File: config.mk
export PLATFORM = sky130hd
export DESIGN_NAME = ofrd_regs
export DESIGN_NICKNAME = d
export VERILOG_FILES = /design/src/design/ofrd_pkg.sv /design/src/design/ofrd_regs.sv
export SDC_FILE = /design/constraint.sdc
export NUM_CORES = 2
export LEC_CHECK = 0
export BUFFER_PORTS_ARGS = -buffer_cell sky130_fd_sc_hd__buf_2
export CORE_ASPECT_RATIO = 0.8
export CORE_MARGIN = 1.5
export CORE_UTILIZATION = 30
export CTS_BUF_LIST = sky130_fd_sc_hd__clkbuf_2
export CTS_CLUSTER_SIZE = 16
export DETAILED_ROUTE_END_ITERATION = 10
export PLACE_DENSITY_LB_ADDON = 0.2
export RECOVER_POWER = 50
export SLEW_MARGIN = 20
export SYNTH_ARGS = -nofsm -noshare
export SYNTH_HDL_FRONTEND = slang
export SYNTH_SLANG_ARGS = --single-unit
File: constraint.sdc
create_clock -name CORE_CLK -period 2.55 [get_ports CORE_CLK]
set_input_delay 0.255 -clock CORE_CLK [delete_from_list [all_inputs] [get_ports CORE_CLK]]
set_output_delay 0.255 -clock CORE_CLK [all_outputs]
set_load 0.005 [all_outputs]
File: src/design/ofrd_pkg.sv
package ofrd_pkg;

  // ----------------------------------------------------------------
  // Address layout
  // ----------------------------------------------------------------
  localparam int          NUM_FRAMERS   = 8;
  localparam int          ADDR_W        = 11;
  localparam int          TEST_SEL_BIT  = 10;
  localparam int          FRM_SEL_HI    = 9;
  localparam int          FRM_SEL_LO    = 7;
  localparam int          REG_SEL_HI    = 6;
  localparam logic [10:0] FRAMER_STRIDE = 11'h080;
  localparam int          HADDR_IDX_LO  = 2;

  // ----------------------------------------------------------------
  // Register offsets within one framer
  // ----------------------------------------------------------------
  localparam logic [6:0] OFS_BOC_CODE  = 7'h5D;
  localparam logic [6:0] OFS_PAT_CTRL  = 7'h60;
  localparam logic [6:0] OFS_PAT_IRQ   = 7'h61;
  localparam logic [6:0] OFS_PAT_LEN   = 7'h62;
  localparam logic [6:0] OFS_PAT_TAP   = 7'h63;
  localparam logic [6:0] OFS_PAT_ERR   = 7'h64;
  localparam logic [6:0] OFS_PAT_INS1  = 7'h68;
  localparam logic [6:0] OFS_PAT_INS2  = 7'h69;
  localparam logic [6:0] OFS_PAT_INS3  = 7'h6A;
  localparam logic [6:0] OFS_PAT_INS4  = 7'h6B;
  localparam logic [6:0] OFS_PAT_DET1  = 7'h6C;
  localparam logic [6:0] OFS_PAT_DET2  = 7'h6D;
  localparam logic [6:0] OFS_PAT_DET3  = 7'h6E;
  localparam logic [6:0] OFS_PAT_DET4  = 7'h6F;

  // ----------------------------------------------------------------
  // Field layouts and reset values
  // ----------------------------------------------------------------
  localparam logic [7:0] BOC_CODE_MASK = 8'h3F;
  localparam logic [7:0] IRQ_WR_MASK   = 8'h03;
  localparam logic [7:0] REG_RESET     = 8'h00;
  localparam logic [7:0] UNUSED_READ   = 8'h00;
  localparam logic [1:0] HTRANS_NONSEQ = 2'h2;
  localparam logic [2:0] HSIZE_WORD    = 3'h2;

  typedef struct packed {
    logic [7:0] boc_code;
    logic [7:0] ctrl;
    logic [7:0] irq;
    logic [7:0] len;
    logic [7:0] tap;
    logic [7:0] err;
    logic [7:0] ins1;
    logic [7:0] ins2;
    logic [7:0] ins3;
    logic [7:0] ins4;
  } ofrd_cfg_t;

  typedef struct packed {
    logic       valid;
    logic       write;
    logic [2:0] framer;
    logic [6:0] offset;
  } ofrd_acc_t;

endpackage

File: src/design/ofrd_regs.sv
`timescale 1ns/100ps
`default_nettype none
// Operation
// - Address bit ten low selects normal registers; high selects test space.
// - Each of eight framer register sets is fully separate from the others.
// - Write data in unused bit positions changes no state.
// - Unused bits may read as either value; this design returns zero.
// - Every writable configuration bit reads back its last written value.
// - Reset clears every writable normal register bit to zero.
// - Writes to read-only locations leave operation unaffected.
// - Corresponding registers of successive framers sit 080H apart from 000H.
module ofrd_regs
  import ofrd_pkg::*;
(
  input  wire logic                  CORE_CLK,     // 10 MHz core clock
  input  wire logic                  SYS_RST,      // Sync reset, active high
  input  wire logic                  CLK_EN,       // Freezes all state when low
  input  wire logic                  HSEL,         // Slave select
  input  wire logic [31:0]           HADDR,        // Byte address
  input  wire logic [1:0]            HTRANS,       // Transfer type
  input  wire logic                  HWRITE,       // Write when high
  input  wire logic [2:0]            HSIZE,        // Transfer size
  input  wire logic [31:0]           HWDATA,       // Write data
  input  wire logic                  HREADY,       // Bus ready
  input  wire logic [NUM_FRAMERS*32-1:0] DET_PATTERN, // Detector bytes per framer
  input  wire logic [NUM_FRAMERS-1:0]    DET_EVENT,   // Per-framer status pulse
  output logic      [31:0]           HRDATA,       // Read data
  output logic                       HREADYOUT,    // Low for one wait state on each read
  output logic                       HRESP,        // Always OKAY
  output logic [NUM_FRAMERS*80-1:0]  CFG_OUT,      // Configuration per framer
  output logic                       TEST_HIT      // Last access hit test space
);

  // ----------------------------------------------------------------
  // Address decode
  // ----------------------------------------------------------------
  ofrd_cfg_t cfg [NUM_FRAMERS];
  ofrd_acc_t acc;
  logic [NUM_FRAMERS*32-1:0] det_s1;
  logic [NUM_FRAMERS*32-1:0] det_s2;
  logic [NUM_FRAMERS-1:0] evt_s1;
  logic [NUM_FRAMERS-1:0] evt_s2;
  logic [NUM_FRAMERS-1:0] evt_d;
  logic [ADDR_W-1:0] word_addr;
  logic next_valid;
  logic next_test;

  assign word_addr  = HADDR[ADDR_W+HADDR_IDX_LO-1:HADDR_IDX_LO];
  assign next_valid = HSEL && HREADY && (HTRANS == HTRANS_NONSEQ) && (HSIZE == HSIZE_WORD);
  assign next_test  = word_addr[TEST_SEL_BIT];

  function automatic logic [7:0] det_byte(input logic [NUM_FRAMERS*32-1:0] v,
                                          input logic [2:0] f, input logic [1:0] b);
    det_byte = v[{f, b, 3'h0} +: 8];
  endfunction

  // ----------------------------------------------------------------
  // Synchronise detector inputs
  // ----------------------------------------------------------------
  always_ff @(posedge CORE_CLK) begin
    if (SYS_RST) begin
      det_s1 <= '0;
      det_s2 <= '0;
      evt_s1 <= '0;
      evt_s2 <= '0;
      evt_d  <= '0;
    end else if (CLK_EN) begin
      det_s1 <= DET_PATTERN;
      det_s2 <= det_s1;
      evt_s1 <= DET_EVENT;
      evt_s2 <= evt_s1;
      evt_d  <= evt_s2;
    end
  end

  // ----------------------------------------------------------------
  // Address phase capture
  // ----------------------------------------------------------------
  always_ff @(posedge CORE_CLK) begin
    if (SYS_RST) begin
      acc      <= '0;
      TEST_HIT <= 1'b0;
    end else if (CLK_EN) begin
      if (HREADY) begin
        acc.valid  <= next_valid && !next_test;
        acc.write  <= HWRITE;
        acc.framer <= word_addr[FRM_SEL_HI:FRM_SEL_LO];
        acc.offset <= word_addr[REG_SEL_HI:0];
        TEST_HIT   <= next_valid ? next_test : TEST_HIT;
      end
    end
  end

  // ----------------------------------------------------------------
  // Per-framer register sets
  // ----------------------------------------------------------------
  for (genvar f = 0; f < NUM_FRAMERS; f++) begin : g_frm
    logic hit_wr;
    assign hit_wr = acc.valid && acc.write && (acc.framer == 3'(f));

    always_ff @(posedge CORE_CLK) begin
      if (SYS_RST) begin
        cfg[f] <= '0;
      end else if (CLK_EN) begin
        if (hit_wr) begin
          unique case (acc.offset)
            OFS_BOC_CODE: cfg[f].boc_code <= HWDATA[7:0] & BOC_CODE_MASK;
            OFS_PAT_CTRL: cfg[f].ctrl     <= HWDATA[7:0];
            OFS_PAT_LEN:  cfg[f].len      <= HWDATA[7:0];
            OFS_PAT_TAP:  cfg[f].tap      <= HWDATA[7:0];
            OFS_PAT_ERR:  cfg[f].err      <= HWDATA[7:0];
            OFS_PAT_INS1: cfg[f].ins1     <= HWDATA[7:0];
            OFS_PAT_INS2: cfg[f].ins2     <= HWDATA[7:0];
            OFS_PAT_INS3: cfg[f].ins3     <= HWDATA[7:0];
            OFS_PAT_INS4: cfg[f].ins4     <= HWDATA[7:0];
            default: ;
          endcase
        end
        // Status bit: set wins over write-one-to-clear
        if (hit_wr && acc.offset == OFS_PAT_IRQ) begin
          cfg[f].irq[1:0] <= HWDATA[1:0] & IRQ_WR_MASK[1:0];
        end
        if (evt_s2[f] && !evt_d[f]) begin
          cfg[f].irq[7] <= 1'b1;
        end else if (hit_wr && acc.offset == OFS_PAT_IRQ && HWDATA[7]) begin
          cfg[f].irq[7] <= 1'b0;
        end
      end
    end

    always_ff @(posedge CORE_CLK) begin
      if (SYS_RST) begin
        CFG_OUT[f*80 +: 80] <= '0;
      end else if (CLK_EN) begin
        CFG_OUT[f*80 +: 80] <= cfg[f];
      end
    end
  end

  // ----------------------------------------------------------------
  // Read data path
  // ----------------------------------------------------------------
  logic [7:0] next_rd;
  always_comb begin
    next_rd = UNUSED_READ;
    unique case (acc.offset)
      OFS_BOC_CODE: next_rd = cfg[acc.framer].boc_code;
      OFS_PAT_CTRL: next_rd = cfg[acc.framer].ctrl;
      OFS_PAT_IRQ:  next_rd = cfg[acc.framer].irq;
      OFS_PAT_LEN:  next_rd = cfg[acc.framer].len;
      OFS_PAT_TAP:  next_rd = cfg[acc.framer].tap;
      OFS_PAT_ERR:  next_rd = cfg[acc.framer].err;
      OFS_PAT_INS1: next_rd = cfg[acc.framer].ins1;
      OFS_PAT_INS2: next_rd = cfg[acc.framer].ins2;
      OFS_PAT_INS3: next_rd = cfg[acc.framer].ins3;
      OFS_PAT_INS4: next_rd = cfg[acc.framer].ins4;
      OFS_PAT_DET1: next_rd = det_byte(det_s2, acc.framer, 2'h0);
      OFS_PAT_DET2: next_rd = det_byte(det_s2, acc.framer, 2'h1);
      OFS_PAT_DET3: next_rd = det_byte(det_s2, acc.framer, 2'h2);
      OFS_PAT_DET4: next_rd = det_byte(det_s2, acc.framer, 2'h3);
      default:      next_rd = UNUSED_READ;
    endcase
    if (!acc.valid || acc.write) begin
      next_rd = UNUSED_READ;
    end
  end

  // Read data is registered, so reads take one wait state
  logic rd_wait;
  always_ff @(posedge CORE_CLK) begin
    if (SYS_RST) begin
      HRDATA    <= '0;
      HREADYOUT <= 1'b1;
      HRESP     <= 1'b0;
      rd_wait   <= 1'b0;
    end else if (CLK_EN) begin
      HRESP <= 1'b0;
      if (HREADY && next_valid && !HWRITE) begin
        HREADYOUT <= 1'b0;
        rd_wait   <= 1'b1;
      end else if (rd_wait) begin
        HRDATA    <= {24'h000000, next_rd};
        HREADYOUT <= 1'b1;
        rd_wait   <= 1'b0;
      end
    end
  end

  // ----------------------------------------------------------------
  // Checks
  // ----------------------------------------------------------------
  AST_TEST_NO_WRITE: assert property (@(posedge CORE_CLK) disable iff (SYS_RST)
    (CLK_EN && HREADY && next_valid && next_test) |=> !acc.valid)
    else $error("test space access decoded as normal");
  AST_RESET_CLEAR: assert property (@(posedge CORE_CLK)
    SYS_RST |=> (cfg[0] == '0 && cfg[7] == '0))
    else $error("config not cleared by reset");
  AST_ISOLATE: assert property (@(posedge CORE_CLK) disable iff (SYS_RST)
    (CLK_EN && acc.valid && acc.framer != 3'h3) |=> $stable(cfg[3].ctrl))
    else $error("other framer disturbed");
  AST_BOC_MASK: assert property (@(posedge CORE_CLK) disable iff (SYS_RST)
    cfg[0].boc_code[7:6] == 2'h0)
    else $error("unused bits stored");
  AST_READBACK: assert property (@(posedge CORE_CLK) disable iff (SYS_RST)
    (CLK_EN && acc.valid && acc.write && acc.framer == 3'h0 && acc.offset == OFS_PAT_LEN)
      |=> cfg[0].len == $past(HWDATA[7:0]))
    else $error("written value not held");
  AST_RO_SAFE: assert property (@(posedge CORE_CLK) disable iff (SYS_RST)
    (CLK_EN && acc.valid && acc.write && acc.offset == OFS_PAT_DET1) |=> $stable(cfg[acc.framer]))
    else $error("read-only write changed state");
  AST_RD_LAT: assert property (@(posedge CORE_CLK) disable iff (SYS_RST)
    (CLK_EN && HREADY && next_valid && !HWRITE) |=> !HREADYOUT ##1 (CLK_EN ? HREADYOUT : 1'b1))
    else $error("read not answered in two cycles");
  AST_UNUSED_ZERO: assert property (@(posedge CORE_CLK) disable iff (SYS_RST)
    HRDATA[31:8] == 24'h000000)
    else $error("upper read bits not zero");

  AST_STATUS_SET: assert property (@(posedge CORE_CLK) disable iff (SYS_RST)
    (CLK_EN && evt_s2[3] && !evt_d[3]) |=> (cfg[3].irq[7] && $stable(cfg[2].irq[7])))
    else $error("status event not confined to its framer");
  // Frozen clock enable must hold framer 2 config, HREADYOUT and HRDATA
  AST_FREEZE: assert property (@(posedge CORE_CLK) disable iff (SYS_RST)
    !CLK_EN |=> ($stable(cfg[2]) && $stable(HREADYOUT) && $stable(HRDATA)))
    else $error("state moved while clock enable low");

  COV_FREEZE: cover property (@(posedge CORE_CLK) !CLK_EN && !SYS_RST);
  COV_WRITE: cover property (@(posedge CORE_CLK) acc.valid && acc.write);
  COV_READ:  cover property (@(posedge CORE_CLK) rd_wait && HREADYOUT == 1'b0);
  COV_TEST:  cover property (@(posedge CORE_CLK) TEST_HIT);

endmodule
`default_nettype wire

======== After elaboration in Yosys (flattened, before gate mapping) ========
Memories as Yosys holds them, arrays and structs flattened. A register that Yosys moved wholly into a read port is not among the register bits.
Cells that the tools add are included.
storage, ports and cells
  bits in writable memories ............... 584
  input port bits ......................... 339
  output and inout port bits .............. 675
  word-level logic and storage cells ...... 709
  memories kept ........................... 1
  register bits after elaboration ......... 1199
operators by class
  equality and inequality tests ........... 23
  bitwise operators ....................... 97
  shift-type cells ........................ 4
  muxes and demuxes ....................... 506
  reduce and logical (&&, ||, !) cells .... 57
memory list
  name  words  bits a word  read ports  clocked after Yosys merged registers in  wr ports  line             RTL
  cfg   8      73           9           9                                        8         ofrd_regs.sv:37  ofrd_cfg_t cfg [NUM_FRAMERS];
operator list
  cell                                                                    number
  256-bit by 9-bit variable part select with 8-bit output                 4
  8-bit 2-to-1 mux                                                        65
  1-bit 2-to-1 mux                                                        422
  8-bit case mux with 14 select lines                                     1
  7-bit equality test (second input constant)                             14
  1-bit OR                                                                96
  6-bit 2-to-1 mux                                                        8
  1-bit logical AND                                                       39
  2-bit 2-to-1 mux                                                        8
  3-bit equality test (second input constant)                             4
  1-bit logical NOT                                                       11
  3-bit by 2-bit equality test with 1-bit output (second input constant)  3
  3-bit 2-to-1 mux                                                        2
  3-bit AND reduction                                                     2
  2-bit AND reduction                                                     2
  3-bit by 1-bit equality test with 1-bit output (second input constant)  1
  3-bit logical NOT                                                       1
  2-bit equality test (second input constant)                             1
  2-bit nonzero test                                                      1
  1-bit logical OR                                                        1
  1-bit NOT                                                               1

======== Depth between registers and ports, before layout ========
  depth in word-level cells ............... 10
  depth in mapped cells ................... 10
  depth with buffers taken out ............ 7

======== Worst setup path after synthesis ========
No wires, ideal clock.
  kind .................................... flip-flop to flip-flop
  start ................................... reg acc[5] (netlist bit)
  end ..................................... mem cfg[1][16] (netlist bit), enable pin
  stages on the path, launching flop included .. 7
  library setup time ...................... 0.384 ns
  path buffers ............................ 2
  slack ................................... -0.100 ns
  clock period less this slack ............ 2.650 ns
  data arrival time ....................... 2.266 ns
  data required time ...................... 2.166 ns
  cells stage by stage .................... dfxtp_1 > nand3b_1 > buf_2 > nor3_1 > nand2_1 > buf_2 > o21ai_0
RTL lines
  item                line             RTL
  start: declaration  ofrd_regs.sv:38  ofrd_acc_t acc;
  end: declaration    ofrd_regs.sv:37

======== Worst setup path after layout ========
  start ................................... in HTRANS[0]
  end ..................................... reg HRDATA[3]
on the way
  longest elaborated chain between the ends .. 7
RTL lines
  item                                  line              RTL
  start: declaration                    ofrd_regs.sv:20   input wire logic [1:0] HTRANS,
  2-bit equality test                   ofrd_regs.sv:49   assign next_valid = HSEL && HREADY && (HTRANS == HTRANS_NONSEQ) && (HSIZE == HSIZE_WORD);
  1-bit logical AND (2 in series)       ofrd_regs.sv:49
  1-bit logical AND (2 in series)       ofrd_regs.sv:178  if (HREADY && next_valid && !HWRITE) begin
  1-bit NOT (no source line)            n/a
  3-bit AND reduction (no source line)  n/a
  end signal: assignment                ofrd_regs.sv:182  HRDATA <= {24'h000000, next_rd};
  end: declaration                      ofrd_regs.sv:27   output logic [31:0] HRDATA,
Every way passes these cells.
A chain may end at the register's enable or synchronous reset.

==> results_dict.tcl <==
set metrics [dict create \
    status "finished with violations" \
    violations "capacitance limit, slew limit, setup timing" \
    overflow 0 \
    maxCapViolations 3 \
    dr.pass1.iters 7 \
    multiInputGateArea_um2 27700 \
    max_clock_freq_mhz 337 \
    peakVddDrop_uv 302 \
    hpwlAfterDp_um 221000 \
    grt_antenna_before_repair 33 \
    holdWs_ps 213 \
    synth-async-reset-ratio_pct 0 \
    worstSetupPathType "in -> reg" \
    fin_tns_setup_ps -7600 \
    place_area_um2 80300 \
    gp_congestion 0.957 \
    wl_per_cell_um 25.9 \
    clk_pin_slew_ps 120 \
    core_area_um2 232000 \
    fillers 22000 \
    cts_tree "done" \
    initial_core_util_pct 30.2 \
    grt_max_degree 170 \
    fp.dieW_um 543 \
    drc_errors 0 \
    p_leak_nw 43.6 \
    boundaryPins 1014 \
    area_growth_pct 42.6 \
    yosysUniqueCellTypes 65 \
    die_h_um 435 \
    die_area_um2 236000 \
    fin_crit_sh_pct 116 \
    synth_warnings 0 \
    first_global_vias 58000 \
    hold_viol 0 \
    dp.cells 10100 \
    drive_above_1_share_pct 33.3 \
    rows 158 \
    hold_class "in -> reg" \
    synth_edf_count 584 \
    crit_fanout 14 \
    worst-slew-pin-transition_ps 2460 \
    regArea_um2 41400 \
    power_mw 57.6 \
    slew_headroom_pct -64.3 \
    setup_viol 74 \
    clock-sinks 1730 \
    cts_buffers 449 \
    avgSynthCellArea_um2 11.5 \
    slew_violations 263 \
    fin_nets 8949 \
    fin_cells 12100 \
    worst_clock_skew_ps 204 \
    synthesis.area_um2 70000 \
    htreeDepth 5 \
    wirelength_um 314000 \
    clockBufferDepth 4 \
    drt_iter0_drc 5277 \
    pre_cts_slack_ps -812 \
    ys_seq_area_share_pct 57.8 \
    critical_path.startpoint_type "input pin" \
    ys.flop_type "dfxtp_1" \
    power.density_nw_per_um2 577 \
    synth_cells 6062 \
    cp.required_ps 4120 \
    num_vias 59000 \
    grt_setup_unrepaired "yes" \
    synth-seq-cells 1730 \
    clockRootBuffer "clkbuf_2" \
    vias_per_cell 4.88 \
    clk_latency_ps 1850 \
    crit_path_end_kind "flop" \
    ant_nets 0 \
    critical_path_arrival_ps 4540 \
    final_area_um2 99800 \
    fin_ws_ps -415 \
    period_needed_ps 2960 \
    fin_util_pct 43.0 \
    grt_pass1_wl_um 430000 \
    portBuffers 887 \
    grt_usage_pct 25.5 \
]
## final cells by class
type | count | share of cell area (%)
Sequential cell | 1730 | 41.5
Multi-Input combinational cell | 3873 | 27.8
Timing Repair Buffer | 2546 | 22.6
Tap cell | 3120 | 3.91
Clock buffer | 672 | 3.37
Clock inverter | 134 | 0.710
Antenna cell | 23 | 0.0577
Inverter | 10 | 0.0389
## kinds of logic after synthesis
kind of cell	share of synthesized area, %
flops	57.8
other cells	0.00536
simple gates	13.7
buf+inv	3.51
mux	21.5
compound gates	3.40
## timing repair
item | 4_1_cts | 5_1_grt
buffers inserted | 93 | 55
hold buffers | 1080 | 1
pin swaps | 19 | 11
setup endpoints to repair | 799 | 827
endpoints found under the hold margin | 2314 | 1131
resized for setup | 1047 | 121
cloned | 2 | 2
## worst max-delay path, cell delays in order
cell and delay (ps):
dlygate4sd3_1 550, buf_2 110, dlygate4sd3_1 550, nand4b_1 100, dlygate4sd3_1 550, buf_4 150
dlygate4sd3_1 690, o211ai_1 160, buf_12 190, a221oi_2 350, buf_4 180, o21ai_2 70
nor4_4 340, buf_4 190, a311oi_2 70
## power breakdown
| group | internal, mW | leakage (nW) | switching, mW |
|---|---|---|---|
| registers | 29.5 | 15.7 | 1.07 |
| logic | 3.65 | 24.8 | 3.32 |
| clock network | 7.51 | 3.13 | 12.5 |
| total | 40.7 | 43.6 | 16.9 |
## registers in the layout (all words and copies together), names as in the netlist, named ones only
name,flops
HREADYOUT,1
cfg,584
det_s2,256
rd_wait,1
HRDATA,8
evt_s2,8
acc,12
TEST_HIT,1
det_s1,256
evt_s1,8
CFG_OUT,584
evt_d,8
## worst paths after layout
path / start / end / slack, ps / cells after the start
worst max-delay path: HTRANS[0] / HRDATA[3] / -410 / 15
worst min-delay path: HWDATA[3] / cfg[7][11] / 210 / 4
worst max register to register: flop / HRDATA[3] / -380 / 10
worst min register to register: det_s1[45] / det_s2[45] / 390 / 2
## cells in the mapped netlist, types with 21 or more instances
library cell  number  area, um^2
edfxtp_1         584       17500
and2_1           525        3280
nor2b_1           27         169
buf_4             90         676
buf_1             75         282
mux4_2           146        3290
nor2_1          1270        4770
buf_2             57         285
o211ai_1          21         158
a21oi_1           73         365
nand2_1          119         447
mux2i_1         1176       11800
o21ai_0          141         706
nand3_1           46         230
a31oi_1           31         194
clkbuf_1         304        1140
a22oi_1           21         158
dfxtp_1         1146       22900
nor3_1            25         125
a221oi_1          35         307
## cells in the final DEF (no fill, tap or decap), drive strengths merged, types with 46 or more instances in the layout
cell type    netlist  layout
buf              225    1456
clkinv             2     117
dlygate4sd3        0    1075
dfxtp           1146    1146
o21ai            141     141
and2             527     527
nor2            1274    1274
edfxtp           584     584
conb               1      81
mux2i           1176    1176
nand3             46      46
a21oi             73      73
clkbuf           304     686
nand2            119     119
mux4             146     146
## routing by layer
layer	global-route usage [%]	routed length [um]	up-vias
met5	0	109	-
met4	16.1	21700	18
met3	5.68	22700	768
met2	39.4	141000	2655
met1	32.1	128000	29200
li1	-	-	26400
No activity file was read; power rests on OpenSTA's default activity.
